File: config.mk
export PLATFORM = sky130hd
export DESIGN_NAME = sdc_ctrl
export DESIGN_NICKNAME = d
export VERILOG_FILES = /design/src/verilog/sdc_pkg.sv /design/src/verilog/sdc_tick.sv /design/src/verilog/sdc_ctrl.sv
export SDC_FILE = /design/constraint.sdc
export NUM_CORES = 1
export LEC_CHECK = 0
export BUFFER_PORTS_ARGS = -buffer_cell sky130_fd_sc_hd__buf_2
export CAP_MARGIN = 15
export CORE_UTILIZATION = 60
export DETAILED_ROUTE_END_ITERATION = 8
export GPL_TIMING_DRIVEN = 0
export PLACE_DENSITY = 0.77
export SETUP_SLACK_MARGIN = 0.3
export SKIP_CTS_REPAIR_TIMING = 1
export SKIP_LAST_GASP = 1
export SYNTH_ARGS = -nofsm -noshare
export SYNTH_HDL_FRONTEND = slang
export SYNTH_HIERARCHICAL = 1
export SYNTH_SLANG_ARGS = --single-unit
File: constraint.sdc
create_clock -name ref_clk -period 14.3 [get_ports ref_clk]
set_input_delay 0.715 -clock ref_clk [delete_from_list [all_inputs] [get_ports ref_clk]]
set_output_delay 0.715 -clock ref_clk [all_outputs]
set_load 0.02 [all_outputs]
File: src/verilog/sdc_pkg.sv
// Purpose: Shared constants for the sigma-delta converter control port
// Assumes: 25 MHz master clock; 8-bit command, up to 24-bit registers
// Notes:   Contract
package sdc_pkg;

  // Clock and timing
  localparam int CLK_HZ        = 25_000_000; // Master clock rate
  localparam int FS_FULL_HZ    = 614_400;    // Full-mode modulator rate
  localparam int ODR_MAX_HZ    = 19_200;     // Output word rate cap
  localparam int FULL_DIV      = CLK_HZ / FS_FULL_HZ;
  localparam int MIN_WORD_CYC  = (CLK_HZ + ODR_MAX_HZ - 1) / ODR_MAX_HZ;
  localparam int MID_SHIFT     = 2;          // Divide by 4
  localparam int LOW_SHIFT     = 3;          // Divide by 8
  localparam int SETTLE_S3_MS  = 60;         // Third_order_sinc at 50 sps
  localparam int SETTLE_PF_MS  = 40;         // Post filter at 25 sps
  localparam int SETTLE_S3_CYC = SETTLE_S3_MS * (CLK_HZ / 1000);
  localparam int SETTLE_PF_CYC = SETTLE_PF_MS * (CLK_HZ / 1000);

  // Register addresses (6-bit field of the command byte)
  localparam logic [5:0] A_STAT = 6'h00;
  localparam logic [5:0] A_CTRL = 6'h01;
  localparam logic [5:0] A_DATA = 6'h02;
  localparam logic [5:0] A_DIAG = 6'h03;
  localparam logic [5:0] A_FILT = 6'h04;
  localparam logic [5:0] A_GAIN = 6'h05;

  // Command byte fields
  localparam int CMD_WEN_BIT = 7;            // Must be zero
  localparam int CMD_RD_BIT  = 6;            // One for read

  // Control register fields
  localparam int CTL_PM_LSB  = 0;            // Power mode [1:0]
  localparam int CTL_CM_LSB  = 2;            // Conversion mode [3:2]
  localparam int CTL_EXC_BIT = 4;            // Excitation enable
  localparam int CTL_BIP_BIT = 5;            // Bipolar coding

  // Filter register fields
  localparam int FLT_TY_LSB  = 21;           // Filter type [23:21]
  localparam int FLT_PS_LSB  = 18;           // Post filter select [20:18]
  localparam int FLT_FS_W    = 11;           // Rate code [10:0]
  localparam logic [10:0] FS_50SPS  = 11'h180;
  localparam logic [2:0]  PS_25SPS  = 3'h2;

  // Diagnostic enable bits
  localparam int DG_REGMON   = 0;
  localparam int DG_SERCHK   = 1;

  // Status register bits
  localparam int ST_RDYN     = 7;
  localparam int ST_SERR     = 6;
  localparam int ST_RERR     = 5;

  // Reset values
  localparam logic [15:0] CTRL_RST = 16'h0000;
  localparam logic [23:0] FILT_RST = 24'h000180;
  localparam logic [15:0] DIAG_RST = 16'h0000;
  localparam logic [23:0] GAIN_RST = 24'h500000;
  localparam logic [23:0] MID_CODE = 24'h800000; // Bipolar zero

  typedef enum logic [1:0] {
    PM_LOW  = 2'b00,
    PM_MID  = 2'b01,
    PM_FULL = 2'b10
  } sdc_pm_e;

  typedef enum logic [1:0] {
    CM_CONT  = 2'b00,
    CM_SINGLE = 2'b01,
    CM_STBY  = 2'b10,
    CM_IDLE  = 2'b11
  } sdc_cm_e;

  typedef enum logic [2:0] {
    FT_FOURTH_ORDER_SINC     = 3'b000,
    FT_THIRD_ORDER_SINC     = 3'b001,
    FT_FOURTH_ORDER_SINC_AVG = 3'b010,
    FT_THIRD_ORDER_SINC_AVG = 3'b011,
    FT_POST      = 3'b100
  } sdc_ft_e;

endpackage

File: src/verilog/sdc_tick.sv
// Purpose: Programmable period tick generator
// Assumes: period of at least 1 cycle
// Notes:   Restarts the count whenever run is low
`timescale 1ns/100ps
module sdc_tick #(
  parameter int W = 24
) (
  // Clock and reset
  input  wire logic         ref_clk,
  input  wire logic         rstn,
  // Control
  input  wire logic         run,
  input  wire logic [W-1:0] period,
  // Output
  output logic              tick
);

  logic [W-1:0] cnt_r;   // Cycles elapsed in this period
  logic [W-1:0] cnt_nxt;
  logic         tick_nxt;

  // Count up, pulse on the last cycle of each period
  always_comb begin
    cnt_nxt  = cnt_r + 1'b1;
    tick_nxt = 1'b0;
    if (!run) begin
      cnt_nxt = '0;
    end else if (cnt_r >= period - 1'b1) begin
      cnt_nxt  = '0;
      tick_nxt = 1'b1;
    end
  end

  // Register only
  always_ff @(posedge ref_clk or negedge rstn) begin
    if (!rstn) begin
      cnt_r <= '0;
      tick  <= 1'b0;
    end else begin
      cnt_r <= cnt_nxt;
      tick  <= tick_nxt;
    end
  end

endmodule // sdc_tick

File: src/verilog/sdc_ctrl.sv
// Purpose: Serial control port, settings and conversion sequencing
// Assumes: Serial pins sampled synchronously to ref_clk
// Notes:   Mode 3 style port: data in on rising, out on falling
`timescale 1ns/100ps
module sdc_ctrl
  import sdc_pkg::*;
#(
  parameter int  SETTLE_S3   = SETTLE_S3_CYC, // Third_order_sinc 50 sps settling
  parameter int  SETTLE_PF   = SETTLE_PF_CYC, // Post 25 sps settling
  parameter bit  IMPROVED_REV = 1'b1           // Improved silicon
) (
  // Clock and reset
  input  wire logic        ref_clk,
  input  wire logic        rstn,
  // Serial port
  input  wire logic        cs_n,
  input  wire logic        sclk,
  input  wire logic        sdi,
  output logic             sdo,
  output logic             sdo_oe,
  // Modulator side
  input  wire logic [23:0] adc_in,      // Signed raw result
  input  wire logic        gain_upset,  // Clock-skew upset event
  output logic             mod_sample,
  output logic [23:0]      conv_data,
  output logic             conv_valid,
  // Status and enables
  output logic [1:0]       pwr_mode,
  output logic             excite_on,
  output logic [1:0]       diag_en,
  output logic             reg_err,
  output logic             ser_err
);

  typedef enum logic [1:0] {
    S_CMD = 2'b00,
    S_WR  = 2'b01,
    S_RD  = 2'b10
  } sdc_ser_e;

  typedef enum logic [1:0] {
    C_IDLE   = 2'b00,
    C_SETTLE = 2'b01,
    C_RUN    = 2'b10
  } sdc_cv_e;

  // Serial group
  sdc_ser_e    ser_r, ser_nxt;
  logic        sclk_r;                 // Previous serial clock level
  logic [4:0]  bit_r, bit_nxt;         // Bits taken in this phase
  logic [4:0]  nb_r, nb_nxt;           // Bits in the data phase
  logic [5:0]  adr_r, adr_nxt;         // Selected register
  logic [22:0] sh_in_r, sh_in_nxt;
  logic [23:0] sh_out_r, sh_out_nxt;
  logic        wr_go, rd_dat, rd_st, bad_cmd;
  logic [23:0] wr_word;
  logic        sclk_rise, sclk_fall;

  // Config group
  logic [15:0] ctrl_r, ctrl_nxt;
  logic [23:0] filt_r, filt_nxt;
  logic [15:0] diag_r, diag_nxt;
  logic [23:0] gain_r, gain_nxt;
  logic [23:0] csum_r, csum_nxt;        // Fold of settings last written
  logic        rerr_r, rerr_nxt;
  logic        serr_r, serr_nxt;
  logic        restart;                // Settling must start over
  logic        restart_r;              // Restart seen one cycle ago

  // Conversion group
  sdc_cv_e     cv_r, cv_nxt;
  logic [23:0] set_r, set_nxt;         // Settling countdown
  logic [23:0] data_r, data_nxt;
  logic        rdyn_r, rdyn_nxt;       // Low when a word is waiting
  logic        val_nxt;
  logic        sdo_nxt;
  logic [23:0] samp_div, word_iv, settle_ld;
  logic        word_tick, mod_tick;
  logic [23:0] csum_now;

  assign sclk_rise = sclk & ~sclk_r;
  assign sclk_fall = ~sclk & sclk_r;
  assign wr_word   = {sh_in_r, sdi};

  // Register width in bits; zero marks an unmapped address
  function automatic logic [4:0] reg_bits(input logic [5:0] a);
    case (a)
      A_STAT:           reg_bits = 5'd8;
      A_CTRL, A_DIAG:   reg_bits = 5'd16;
      A_DATA, A_FILT,
      A_GAIN:           reg_bits = 5'd24;
      default:          reg_bits = 5'd0;
    endcase
  endfunction

  // Read value, left aligned so the MSB leaves first
  function automatic logic [23:0] rd_val(input logic [5:0] a);
    case (a)
      A_STAT:  rd_val = {rdyn_r, serr_r, rerr_r, 3'h0, ctrl_r[1:0], 16'h0};
      A_CTRL:  rd_val = {ctrl_r, 8'h00};
      A_DATA:  rd_val = data_r;
      A_DIAG:  rd_val = {diag_r, 8'h00};
      A_FILT:  rd_val = filt_r;
      A_GAIN:  rd_val = gain_r;
      default: rd_val = 24'h000000;
    endcase
  endfunction

  // Serial port next state
  always_comb begin
    ser_nxt    = ser_r;
    bit_nxt    = bit_r;
    nb_nxt     = nb_r;
    adr_nxt    = adr_r;
    sh_in_nxt  = sh_in_r;
    sh_out_nxt = sh_out_r;
    wr_go      = 1'b0;
    rd_dat     = 1'b0;
    rd_st      = 1'b0;
    bad_cmd    = 1'b0;
    if (cs_n) begin
      // Abandon any partial transfer, wait for a command
      ser_nxt = S_CMD;
      bit_nxt = 5'd0;
    end else if (sclk_rise) begin
      // Only clock edges advance, so byte pauses are harmless
      sh_in_nxt = wr_word[22:0];
      bit_nxt   = bit_r + 5'd1;
      unique case (ser_r)
        S_CMD: if (bit_r == 5'd7) begin
          // First byte after select is the command
          bit_nxt = 5'd0;
          adr_nxt = wr_word[5:0];
          nb_nxt  = reg_bits(wr_word[5:0]);
          if (wr_word[CMD_WEN_BIT] || nb_nxt == 5'd0) begin
            bad_cmd = 1'b1;
          end else if (wr_word[CMD_RD_BIT]) begin
            ser_nxt    = S_RD;
            sh_out_nxt = rd_val(wr_word[5:0]);
          end else begin
            ser_nxt = S_WR;
          end
        end
        S_WR: if (bit_r == nb_r - 5'd1) begin
          // Whole word in: only now may a write change settings
          wr_go   = 1'b1;
          ser_nxt = S_CMD;
          bit_nxt = 5'd0;
        end
        S_RD: if (bit_r == nb_r - 5'd1) begin
          rd_dat  = (adr_r == A_DATA);
          rd_st   = (adr_r == A_STAT);
          ser_nxt = S_CMD;
          bit_nxt = 5'd0;
        end
      endcase
    end else if (sclk_fall && ser_r == S_RD && bit_r != 5'd0) begin
      // First bit already shown; later falling edges shift
      sh_out_nxt = {sh_out_r[22:0], 1'b0};
    end
    // Output shows data when reading, else the ready flag
    sdo_nxt = (ser_r == S_RD) ? sh_out_r[23] : rdyn_r;
  end

  // Serial port registers
  always_ff @(posedge ref_clk or negedge rstn) begin
    if (!rstn) begin
      ser_r    <= S_CMD;
      sclk_r   <= 1'b1;
      bit_r    <= 5'd0;
      nb_r     <= 5'd0;
      adr_r    <= 6'h00;
      sh_in_r  <= 23'h000000;
      sh_out_r <= 24'h000000;
      sdo      <= 1'b1;
      sdo_oe   <= 1'b0;
    end else begin
      ser_r    <= ser_nxt;
      sclk_r   <= sclk;
      bit_r    <= bit_nxt;
      nb_r     <= nb_nxt;
      adr_r    <= adr_nxt;
      sh_in_r  <= sh_in_nxt;
      sh_out_r <= sh_out_nxt;
      sdo      <= sdo_nxt;
      sdo_oe   <= ~cs_n;
    end
  end

  // Fold of the settings guarded by register monitoring
  assign csum_now = filt_r ^ gain_r ^ {ctrl_r, diag_r[7:0]};

  // Settings next state
  always_comb begin
    ctrl_nxt = ctrl_r;
    filt_nxt = filt_r;
    diag_nxt = diag_r;
    gain_nxt = gain_r;
    restart  = 1'b0;
    if (wr_go) begin
      // Apply a finished write
      unique case (adr_r)
        A_CTRL: begin
          ctrl_nxt = wr_word[15:0];
          restart  = 1'b1;
        end
        A_FILT: begin
          filt_nxt = wr_word;
          restart  = 1'b1;
        end
        A_DIAG: diag_nxt = wr_word[15:0];
        A_GAIN: gain_nxt = wr_word;
        default: ;                         // Status, data: read only
      endcase
    end else if (gain_upset && !IMPROVED_REV) begin
      // Only the original silicon loses its gain setting
      gain_nxt = GAIN_RST;
    end
    csum_nxt = wr_go ? (filt_nxt ^ gain_nxt ^ {ctrl_nxt, diag_nxt[7:0]})
                     : csum_r;
    // Sticky errors: a new event beats a clearing read
    rerr_nxt = rerr_r & ~rd_st;
    if (diag_r[DG_REGMON] && csum_now != csum_r) begin
      rerr_nxt = 1'b1;
    end
    serr_nxt = serr_r & ~rd_st;
    if (diag_r[DG_SERCHK] && bad_cmd) begin
      serr_nxt = 1'b1;
    end
  end

  // Settings registers
  always_ff @(posedge ref_clk or negedge rstn) begin
    if (!rstn) begin
      ctrl_r  <= CTRL_RST;
      filt_r  <= FILT_RST;
      diag_r  <= DIAG_RST;
      gain_r  <= GAIN_RST;
      csum_r  <= FILT_RST ^ GAIN_RST ^ {CTRL_RST, DIAG_RST[7:0]};
      rerr_r  <= 1'b0;
      serr_r  <= 1'b0;
    end else begin
      ctrl_r  <= ctrl_nxt;
      filt_r  <= filt_nxt;
      diag_r  <= diag_nxt;
      gain_r  <= gain_nxt;
      csum_r  <= csum_nxt;
      rerr_r  <= rerr_nxt;
      serr_r  <= serr_nxt;
    end
  end

  // Modulator period per power mode; codes 11 act as full
  always_comb begin
    unique case (ctrl_r[CTL_PM_LSB +: 2])
      PM_LOW:  samp_div = 24'(FULL_DIV << LOW_SHIFT);
      PM_MID:  samp_div = 24'(FULL_DIV << MID_SHIFT);
      default: samp_div = 24'(FULL_DIV);
    endcase
    // Word interval in clocks, never faster than the cap
    word_iv = 24'(filt_r[FLT_FS_W-1:0] * samp_div);
    if (word_iv < 24'(MIN_WORD_CYC)) begin
      word_iv = 24'(MIN_WORD_CYC);
    end
    // Settling time depends on the chosen filter
    unique case (filt_r[FLT_TY_LSB +: 3])
      FT_THIRD_ORDER_SINC: settle_ld = (filt_r[FLT_FS_W-1:0] == FS_50SPS)
                            ? 24'(SETTLE_S3) : 24'(word_iv * 3);
      FT_THIRD_ORDER_SINC_AVG: settle_ld = 24'(word_iv * 3);
      FT_POST:  settle_ld = (filt_r[FLT_PS_LSB +: 3] == PS_25SPS)
                            ? 24'(SETTLE_PF) : word_iv;
      default:  settle_ld = 24'(word_iv * 4);
    endcase
  end

  // Modulator sampling clock, running whenever converting
  sdc_tick #(.W(24)) u_mod (
    .ref_clk (ref_clk),
    .rstn    (rstn),
    .run     (cv_r != C_IDLE),
    .period  (samp_div),
    .tick    (mod_tick)
  );

  // Output word pacing after settling
  sdc_tick #(.W(24)) u_word (
    .ref_clk (ref_clk),
    .rstn    (rstn),
    .run     (cv_r == C_RUN && !restart),
    .period  (word_iv),
    .tick    (word_tick)
  );

  // Conversion sequencing, independent of chip select
  always_comb begin
    cv_nxt   = cv_r;
    set_nxt  = set_r;
    data_nxt = data_r;
    val_nxt  = 1'b0;
    rdyn_nxt = rdyn_r | rd_dat;
    if (restart || restart_r) begin
      // New control or filter settings, including power mode, resettle
      // Loaded again a cycle later: only then do the filter registers,
      // and so the settling count, reflect what was just written
      set_nxt = settle_ld;
      cv_nxt  = (ctrl_nxt[CTL_CM_LSB +: 2] == CM_CONT ||
                 ctrl_nxt[CTL_CM_LSB +: 2] == CM_SINGLE) ? C_SETTLE
                                                         : C_IDLE;
    end else begin
      unique case (cv_r)
        C_IDLE:   ;
        C_SETTLE: begin
          set_nxt = set_r - 24'h000001;
          if (set_r <= 24'h000001) begin
            val_nxt = 1'b1;
            cv_nxt  = (ctrl_r[CTL_CM_LSB +: 2] == CM_SINGLE) ? C_IDLE
                                                           : C_RUN;
          end
        end
        C_RUN:    val_nxt = word_tick;
      endcase
    end
    if (val_nxt) begin
      // Offset binary in bipolar, clamped straight binary else
      if (ctrl_r[CTL_BIP_BIT]) begin
        data_nxt = adc_in ^ MID_CODE;
      end else begin
        data_nxt = adc_in[23] ? 24'h000000 : {adc_in[22:0], 1'b0};
      end
      rdyn_nxt = 1'b0;
    end
  end

  // Conversion registers and plain status outputs
  always_ff @(posedge ref_clk or negedge rstn) begin
    if (!rstn) begin
      cv_r       <= C_IDLE;
      restart_r  <= 1'b0;
      set_r      <= 24'h000000;
      data_r     <= 24'h000000;
      rdyn_r     <= 1'b1;
      conv_valid <= 1'b0;
      conv_data  <= 24'h000000;
      mod_sample <= 1'b0;
      pwr_mode   <= 2'b00;
      excite_on  <= 1'b0;
      diag_en    <= 2'b00;
      reg_err    <= 1'b0;
      ser_err    <= 1'b0;
    end else begin
      cv_r       <= cv_nxt;
      restart_r  <= restart;
      set_r      <= set_nxt;
      data_r     <= data_nxt;
      rdyn_r     <= rdyn_nxt;
      conv_valid <= val_nxt;
      conv_data  <= data_nxt;
      mod_sample <= mod_tick;
      pwr_mode   <= ctrl_r[CTL_PM_LSB +: 2];
      // Original silicon drops excitation in standby
      excite_on  <= ctrl_r[CTL_EXC_BIT] & (IMPROVED_REV ||
                    ctrl_r[CTL_CM_LSB +: 2] != CM_STBY);
      diag_en    <= diag_r[1:0];
      reg_err    <= rerr_r;
      ser_err    <= serr_r;
    end
  end
endmodule // sdc_ctrl

# --- Word level (Yosys, flattened, before mapping) ---
# Index checks and enable logic that the tools add are counted.
word_totals:
  regBits: 285
  latch_bits: 0
  ram_bits: 0
  mem_bits_ro: 0
  input_bits: 30
  output_inout_bits: 35
  wordCells: 203
  memories: 0
classes:
  add_sub_neg: 7
  multipliers: 2
  n_div: 0
  order_cmp: 4
  eq_ne: 32
  n_shift: 0
  muxes: 80
  n_bitwise: 14
  reduce_logical: 31
ops:
  columns: ["op", "n"]
  rows:
  - ["24-bit two-way mux", 21]
  - ["24-bit case mux with 6 select lines", 1]
  - ["24-bit XOR", 4]
  - ["24-bit case mux with 3 select lines", 1]
  - ["24-bit by 1-bit adder with 24-bit output, second input constant", 2]
  - ["24-bit greater-or-equal comparator", 2]
  - ["24-bit by 1-bit subtractor with 24-bit output, second input constant", 2]
  - ["5-bit two-way mux", 8]
  - ["16-bit two-way mux", 2]
  - ["1-bit two-way mux", 30]
  - ["6-bit by 2-bit equality test with 1-bit output, second input constant", 4]
  - ["6-bit by 3-bit equality test with 1-bit output, second input constant", 4]
  - ["24-bit by 1-bit less-or-equal comparator with 1-bit output, second input constant", 1]
  - ["24-bit by 11-bit less-than comparator with 1-bit output, second input constant", 1]
  - ["11-bit by 24-bit multiplier with 24-bit output", 1]
  - ["24-bit by 2-bit multiplier with 24-bit output, second input constant", 1]
  - ["24-bit != test", 1]
  - ["2-bit two-way mux", 10]
  - ["9-bit case mux with 2 select lines", 1]
  - ["8-bit two-way mux", 2]
  - ["5-bit case mux with 3 select lines", 1]
  - ["6-bit by 1-bit equality test with 1-bit output, second input constant", 2]
  - ["6-bit zero test", 2]
  - ["11-bit by 9-bit equality test with 1-bit output, second input constant", 1]
  - ["other kinds (32)", 65]

# --- Depth between registers and ports, before layout ---
logic_depth:
  ltp_word: 16
  depth_mapped: 41
  mapped_depth_nobuf: 37

# --- By module ---
# The synthesis kept the hierarchy.
by_module_without_submodules:
  columns: ["module", "instances", "cells_per_inst", "area_each_um2", "seq_area_each_um2"]
  rows:
  - ["sdc_ctrl", 1, 1478, 14833.0, 5819.3]
  - ["sdc_tick (u_mod)", 1, 231, 2093.3, 625.6]
  - ["sdc_tick (u_word)", 1, 234, 2069.5, 625.6]

# --- Worst setup path after synthesis ---
# No wires, ideal clock.
synth_path:
  kind: "register -> register"
  from: "register ctrl_r[1]"
  to: "register u_word.cnt_r[15]"
  setup_ps: 132
  arrival_ps: 10057
  required_ps: 14168
  slack_ps: 4111
  stages_incl_launch_ff: 40
  path_buffers: 4
  period_less_slack_ps: 10189
  path_cell_list: "dfrtp_1 clkbuf_1 nor2_1 clkbuf_1 nand2_1 fa_1 fa_1 inv_1 fa_1 ha_1 ha_1 inv_1 fa_1 and2b_1 o2111ai_1 nand2_1 a21oi_1 o21ai_0 [4 not listed] nor2_1 or4b_1 or4_4 clkinv_2 clkbuf_1 nor2_1 nor4_1 nand4b_1 nor3_1 or3b_2 xor2_1 ha_1 nand4_1 nor4_1 nand4_1 o2111ai_1 clkbuf_1 nor2_1"
synth_via:
  elab_chain_len: 9
  elab_cells_between_ends: 10
  classes_between: "add/sub (1); mul (1); order compare (2); eq/ne (1); mux (4); reduce/logical (1)"
synth_rtl:
  columns: ["item", "line_no", "rtl"]
  rows:
  - ["start: declaration", "sdc_ctrl.sv:60", "logic [15:0] ctrl_r, ctrl_nxt;"]
  - ["start signal: assignment", "sdc_ctrl.sv:243", "ctrl_r <= ctrl_nxt;"]
  - ["2-bit by 1-bit equality test with 1-bit output / 2-bit zero test (equally long branches)", "sdc_ctrl.sv:255", "unique case (ctrl_r[CTL_PM_LSB +: 2])"]
  - ["9-bit case mux with 2 select lines (*)", "sdc_ctrl.sv:255", null]
  - ["net samp_div[6]", "sdc_ctrl.sv:77", "logic [23:0] samp_div, word_iv, settle_ld;"]
  - ["11-bit by 24-bit multiplier with 24-bit output (*)", "sdc_ctrl.sv:261", "word_iv = 24'(filt_r[FLT_FS_W-1:0] * samp_div);"]
  - ["24-bit by 11-bit less-than comparator with 1-bit output (*)", "sdc_ctrl.sv:262", "if (word_iv < 24'(MIN_WORD_CYC)) begin"]
  - ["24-bit two-way mux (*)", "sdc_ctrl.sv:262", null]
  - ["net word_iv[0]", "sdc_ctrl.sv:77", null]
  - ["24-bit by 1-bit subtractor with 24-bit output (*)", "sdc_tick.sv:28", "end else if (cnt_r >= period - 1'b1) begin"]
  - ["24-bit greater-or-equal comparator (*)", "sdc_tick.sv:28", null]
  - ["24-bit two-way mux (*)", "sdc_tick.sv:28", null]
  - ["24-bit two-way mux (*)", "sdc_tick.sv:26", "if (!run) begin"]
  - ["net u_word.cnt_nxt[15]", "sdc_tick.sv:19", "logic [W-1:0] cnt_nxt;"]
  - ["end signal: assignment", "sdc_tick.sv:40", "cnt_r <= cnt_nxt;"]
  - ["end: declaration", "sdc_tick.sv:18", "logic [W-1:0] cnt_r;"]
# The timed path passes the listed nets; every way through them passes the cells marked *.
# A chain may end at the register's enable or synchronous reset.

# --- Worst setup path after layout ---
layout_path:
  from: "register ctrl_r[1]"
  to: "register u_word.cnt_r[17]"
# Same word-level chain as after synthesis.

==> results_dict.tcl <==
set metrics [dict create \
    startpoint_type "register" \
    setup_viol 0 \
    irDropWorstVdd_mv 0.104 \
    required_ns 14.73 \
    rows 64 \
    gp_congestion 0.932 \
    max_stage_delay_ns 0.85 \
    synthArstFlopShare 1.00 \
    wire_per_inst_um 19.5 \
    outcome "complete, but fails checks" \
    place_inst 2463 \
    clk_pin_slew_ns 0.06 \
    antenna_cells 0 \
    met3_length_um 3220 \
    crit_slowest_cell "o21ai_0" \
    cts_tree "yes" \
    critPathCaptureType "register" \
    synthTopCellsByArea "dfrtp_1 36%, ha_1 8.3%, mux2_2 6.5%, xnor2_1 5.9%, nand2_1 3.8%" \
    finalPower_mw 1.72 \
    avgSynthCellArea_sq_um 9.78 \
    postRouteAntennaNets 0 \
    tns_ns 0 \
    max_slew_margin 0.222 \
    synthDistinctLibCells 88 \
    finalHoldViolCount 0 \
    ys_seq_area_frac 0.372 \
    clock-sinks 282 \
    ys_ff_latch 282 \
    wl_met1_um 20200 \
    track_usage 0.309 \
    hpwl_um 37000 \
    critPathMaxFanout 21 \
    cap_violations 0 \
    drtPass1Iterations 8 \
    slew_violations 0 \
    dieArea_sq_mm 0.0324 \
    rsz0062_at_grt "false" \
    drive_gt1_frac 0.130 \
    worstSetupPathType "register to register" \
    die_x_um 180 \
    numCtsBuffers 30 \
    dp_slack_ns 1.60 \
    min_path_type "input port to asynchronous set/reset pin" \
    grt_pass1_wl_um 80500 \
    start_util 0.616 \
    grt_max_degree 118 \
    drc_errors 1 \
    nets 2281 \
    yosys.area.top_type_share 0.357 \
    area_growth_pct 10.9 \
    die_h_um 180 \
    fin_crit_sh 0.897 \
    yosys_most_used_dff "dfrtp_1" \
    period_needed_ns 12.83 \
    synth_top_area_cell "dfrtp_1" \
    grt_pass1_vias 15368 \
    port_buffers 62 \
    post_dp_cell_area_sq_mm 0.0201 \
    fin_ws_ns 1.47 \
    finalNonFillerCells 2520 \
    power.density_mw_per_mm2 81.7 \
    crit_family "simple AND/OR/NAND/NOR gates" \
    worstMarginPinSlew_ns 1.16 \
    root_buffer "clkbuf_16" \
    synthCells 1943 \
    clk_path_buf_depth 3 \
    vias_per_cell 6.17 \
    fmax_ghz 0.0780 \
    io_pins 65 \
    routed-via-count 15552 \
    r2r-start "ctrl_r[1]$_DFF_PN0_" \
    wl_met2_um 23700 \
    drtIter0Drc 1164 \
    final_area_sq_mm 0.0211 \
    yosys_warnings 6 \
    antenna_found_initial 0 \
    core_area_sq_mm 0.0308 \
    synth_edf_count 0 \
    p_leak_nw 9.79 \
    wl_um 49200 \
    fin_skew_ns 0.0468 \
    syn_area_sq_mm 0.0190 \
    cts_max_level 1 \
    top_layer "met4" \
    violations "DRC" \
    crit_buf_inv 7 \
    grt_overflow 0 \
    arrival_ns 13.26 \
    cp-startpoint "ctrl_r[1]$_DFF_PN0_" \
    insertion_delay_ns 0.61 \
]
==> layer usage <==
| layer | vias to the layer above | track usage |
|---|---|---|
| met5 | - | 0 |
| met4 | 0 | 0.122 |
| met3 | 130 | 0.0440 |
| met2 | 597 | 0.525 |
| met1 | 7585 | 0.398 |
| li1 | 7240 | - |
==> Yosys cell counts, drive strengths merged (10+ instances only) <==
master and count:
nor3b 10, nor3 36, o21ai 137, xor2 73
and2 29, a222oi 25, a211oi 12, a21o 15
nand2 194, mux2 110, a221oi 10, nor4 33
xnor3 23, nand4 32, nor2b 17, nand2b 14
a22oi 36, nand3 44, dfstp 11, fa 25
and3 13, inv 64, ha 126, a21oi 89
or3 13, nor2 147, dfrtp 271, xnor2 128
clkbuf 87
==> cell usage in the layout, fill, tap and decap left out, drive strengths merged, types with 11 or more instances in the layout <==
master	synthesis	final
clkinv	1	11
nand2	194	194
and2	29	29
a21oi	89	89
nand3	44	44
fa	25	25
nand2b	14	14
o21ai	137	137
nor3	36	36
a22oi	36	36
xor2	73	73
xnor3	23	23
clkbuf	87	128
dfstp	11	11
a222oi	25	25
nor2b	17	17
conb	1	60
ha	126	126
a211oi	12	12
mux2	110	110
dfrtp	271	271
or3	13	13
and3	13	13
nor2	147	147
buf	7	72
xnor2	128	128
a21o	15	15
nor4	33	33
nand4	32	32
inv	64	65
==> state kept, by name (all words and copies together), names as in the netlist, 2 cells and up <==
register,flops
filt_r,24
cv_r,2
pwr_mode,2
data_r,24
sh_in_r,23
set_r,24
adr_r,6
ctrl_r,16
gain_r,24
u_mod/cnt_r,24
sh_out_r,24
bit_r,5
diag_r,16
ser_r,2
u_word/cnt_r,24
nb_r,2
diag_en,2
csum_r,24
==> cell families after synthesis <==
group / synth area share
other: 0.000197
and+or+nand+nor: 0.158
buffers and inverters: 0.0328
muxes: 0.0663
adders and majority gates: 0.109
xor gates and xnor gates: 0.121
DFF: 0.372
AOI/OAI and AO/OA: 0.140
==> power by group <==
part / internal [mW] / switching, mW
registers: 0.813 / 0.0175
logic: 0.0398 / 0.0936
clock network: 0.415 / 0.343
total: 1.27 / 0.454
==> final timing paths <==
kind                                               to  slack [ns]  cells past startpoint
max                        u_word/cnt_r[17]$_DFF_PN0_        1.47                     37
min                         u_mod/cnt_r[18]$_DFF_PN0_        0.04                      1
max in group asynchronous       set_r[14]$_DFFE_PN0P_       12.84                      3
max reg2reg                u_word/cnt_r[17]$_DFF_PN0_        1.47                     37
min in group ref_clk                 sclk_r$_DFF_PN1_        0.24                      1
min reg2reg                      mod_sample$_DFF_PN0_        0.35                      0
==> area by class of cell <==
class                   instances  area (sq um)
clock inverters                16           125
well taps                     396           495
repair buffers                 66           390
plain buffers                  94           378
flip-flops and latches        282          7070
clock buffers                  40           838
fillers                      2380          9760
multi-input cells            1561         11500
inverters                      65           245
==> stage by stage <==
| step | utilization | hold slack, ns |
|---|---|---|
| 2_1_floorplan | - | 0.331 |
| 3_3_place_gp | 0.649 | 0.338 |
| 3_5_place_dp | 0.652 | 0.342 |
| 4_1_cts | 0.683 | 0.0529 |
| 5_1_grt | 0.684 | 0.0758 |
| 6_report | 0.684 | 0.0436 |
No activity file was read; power rests on OpenSTA's default activity.
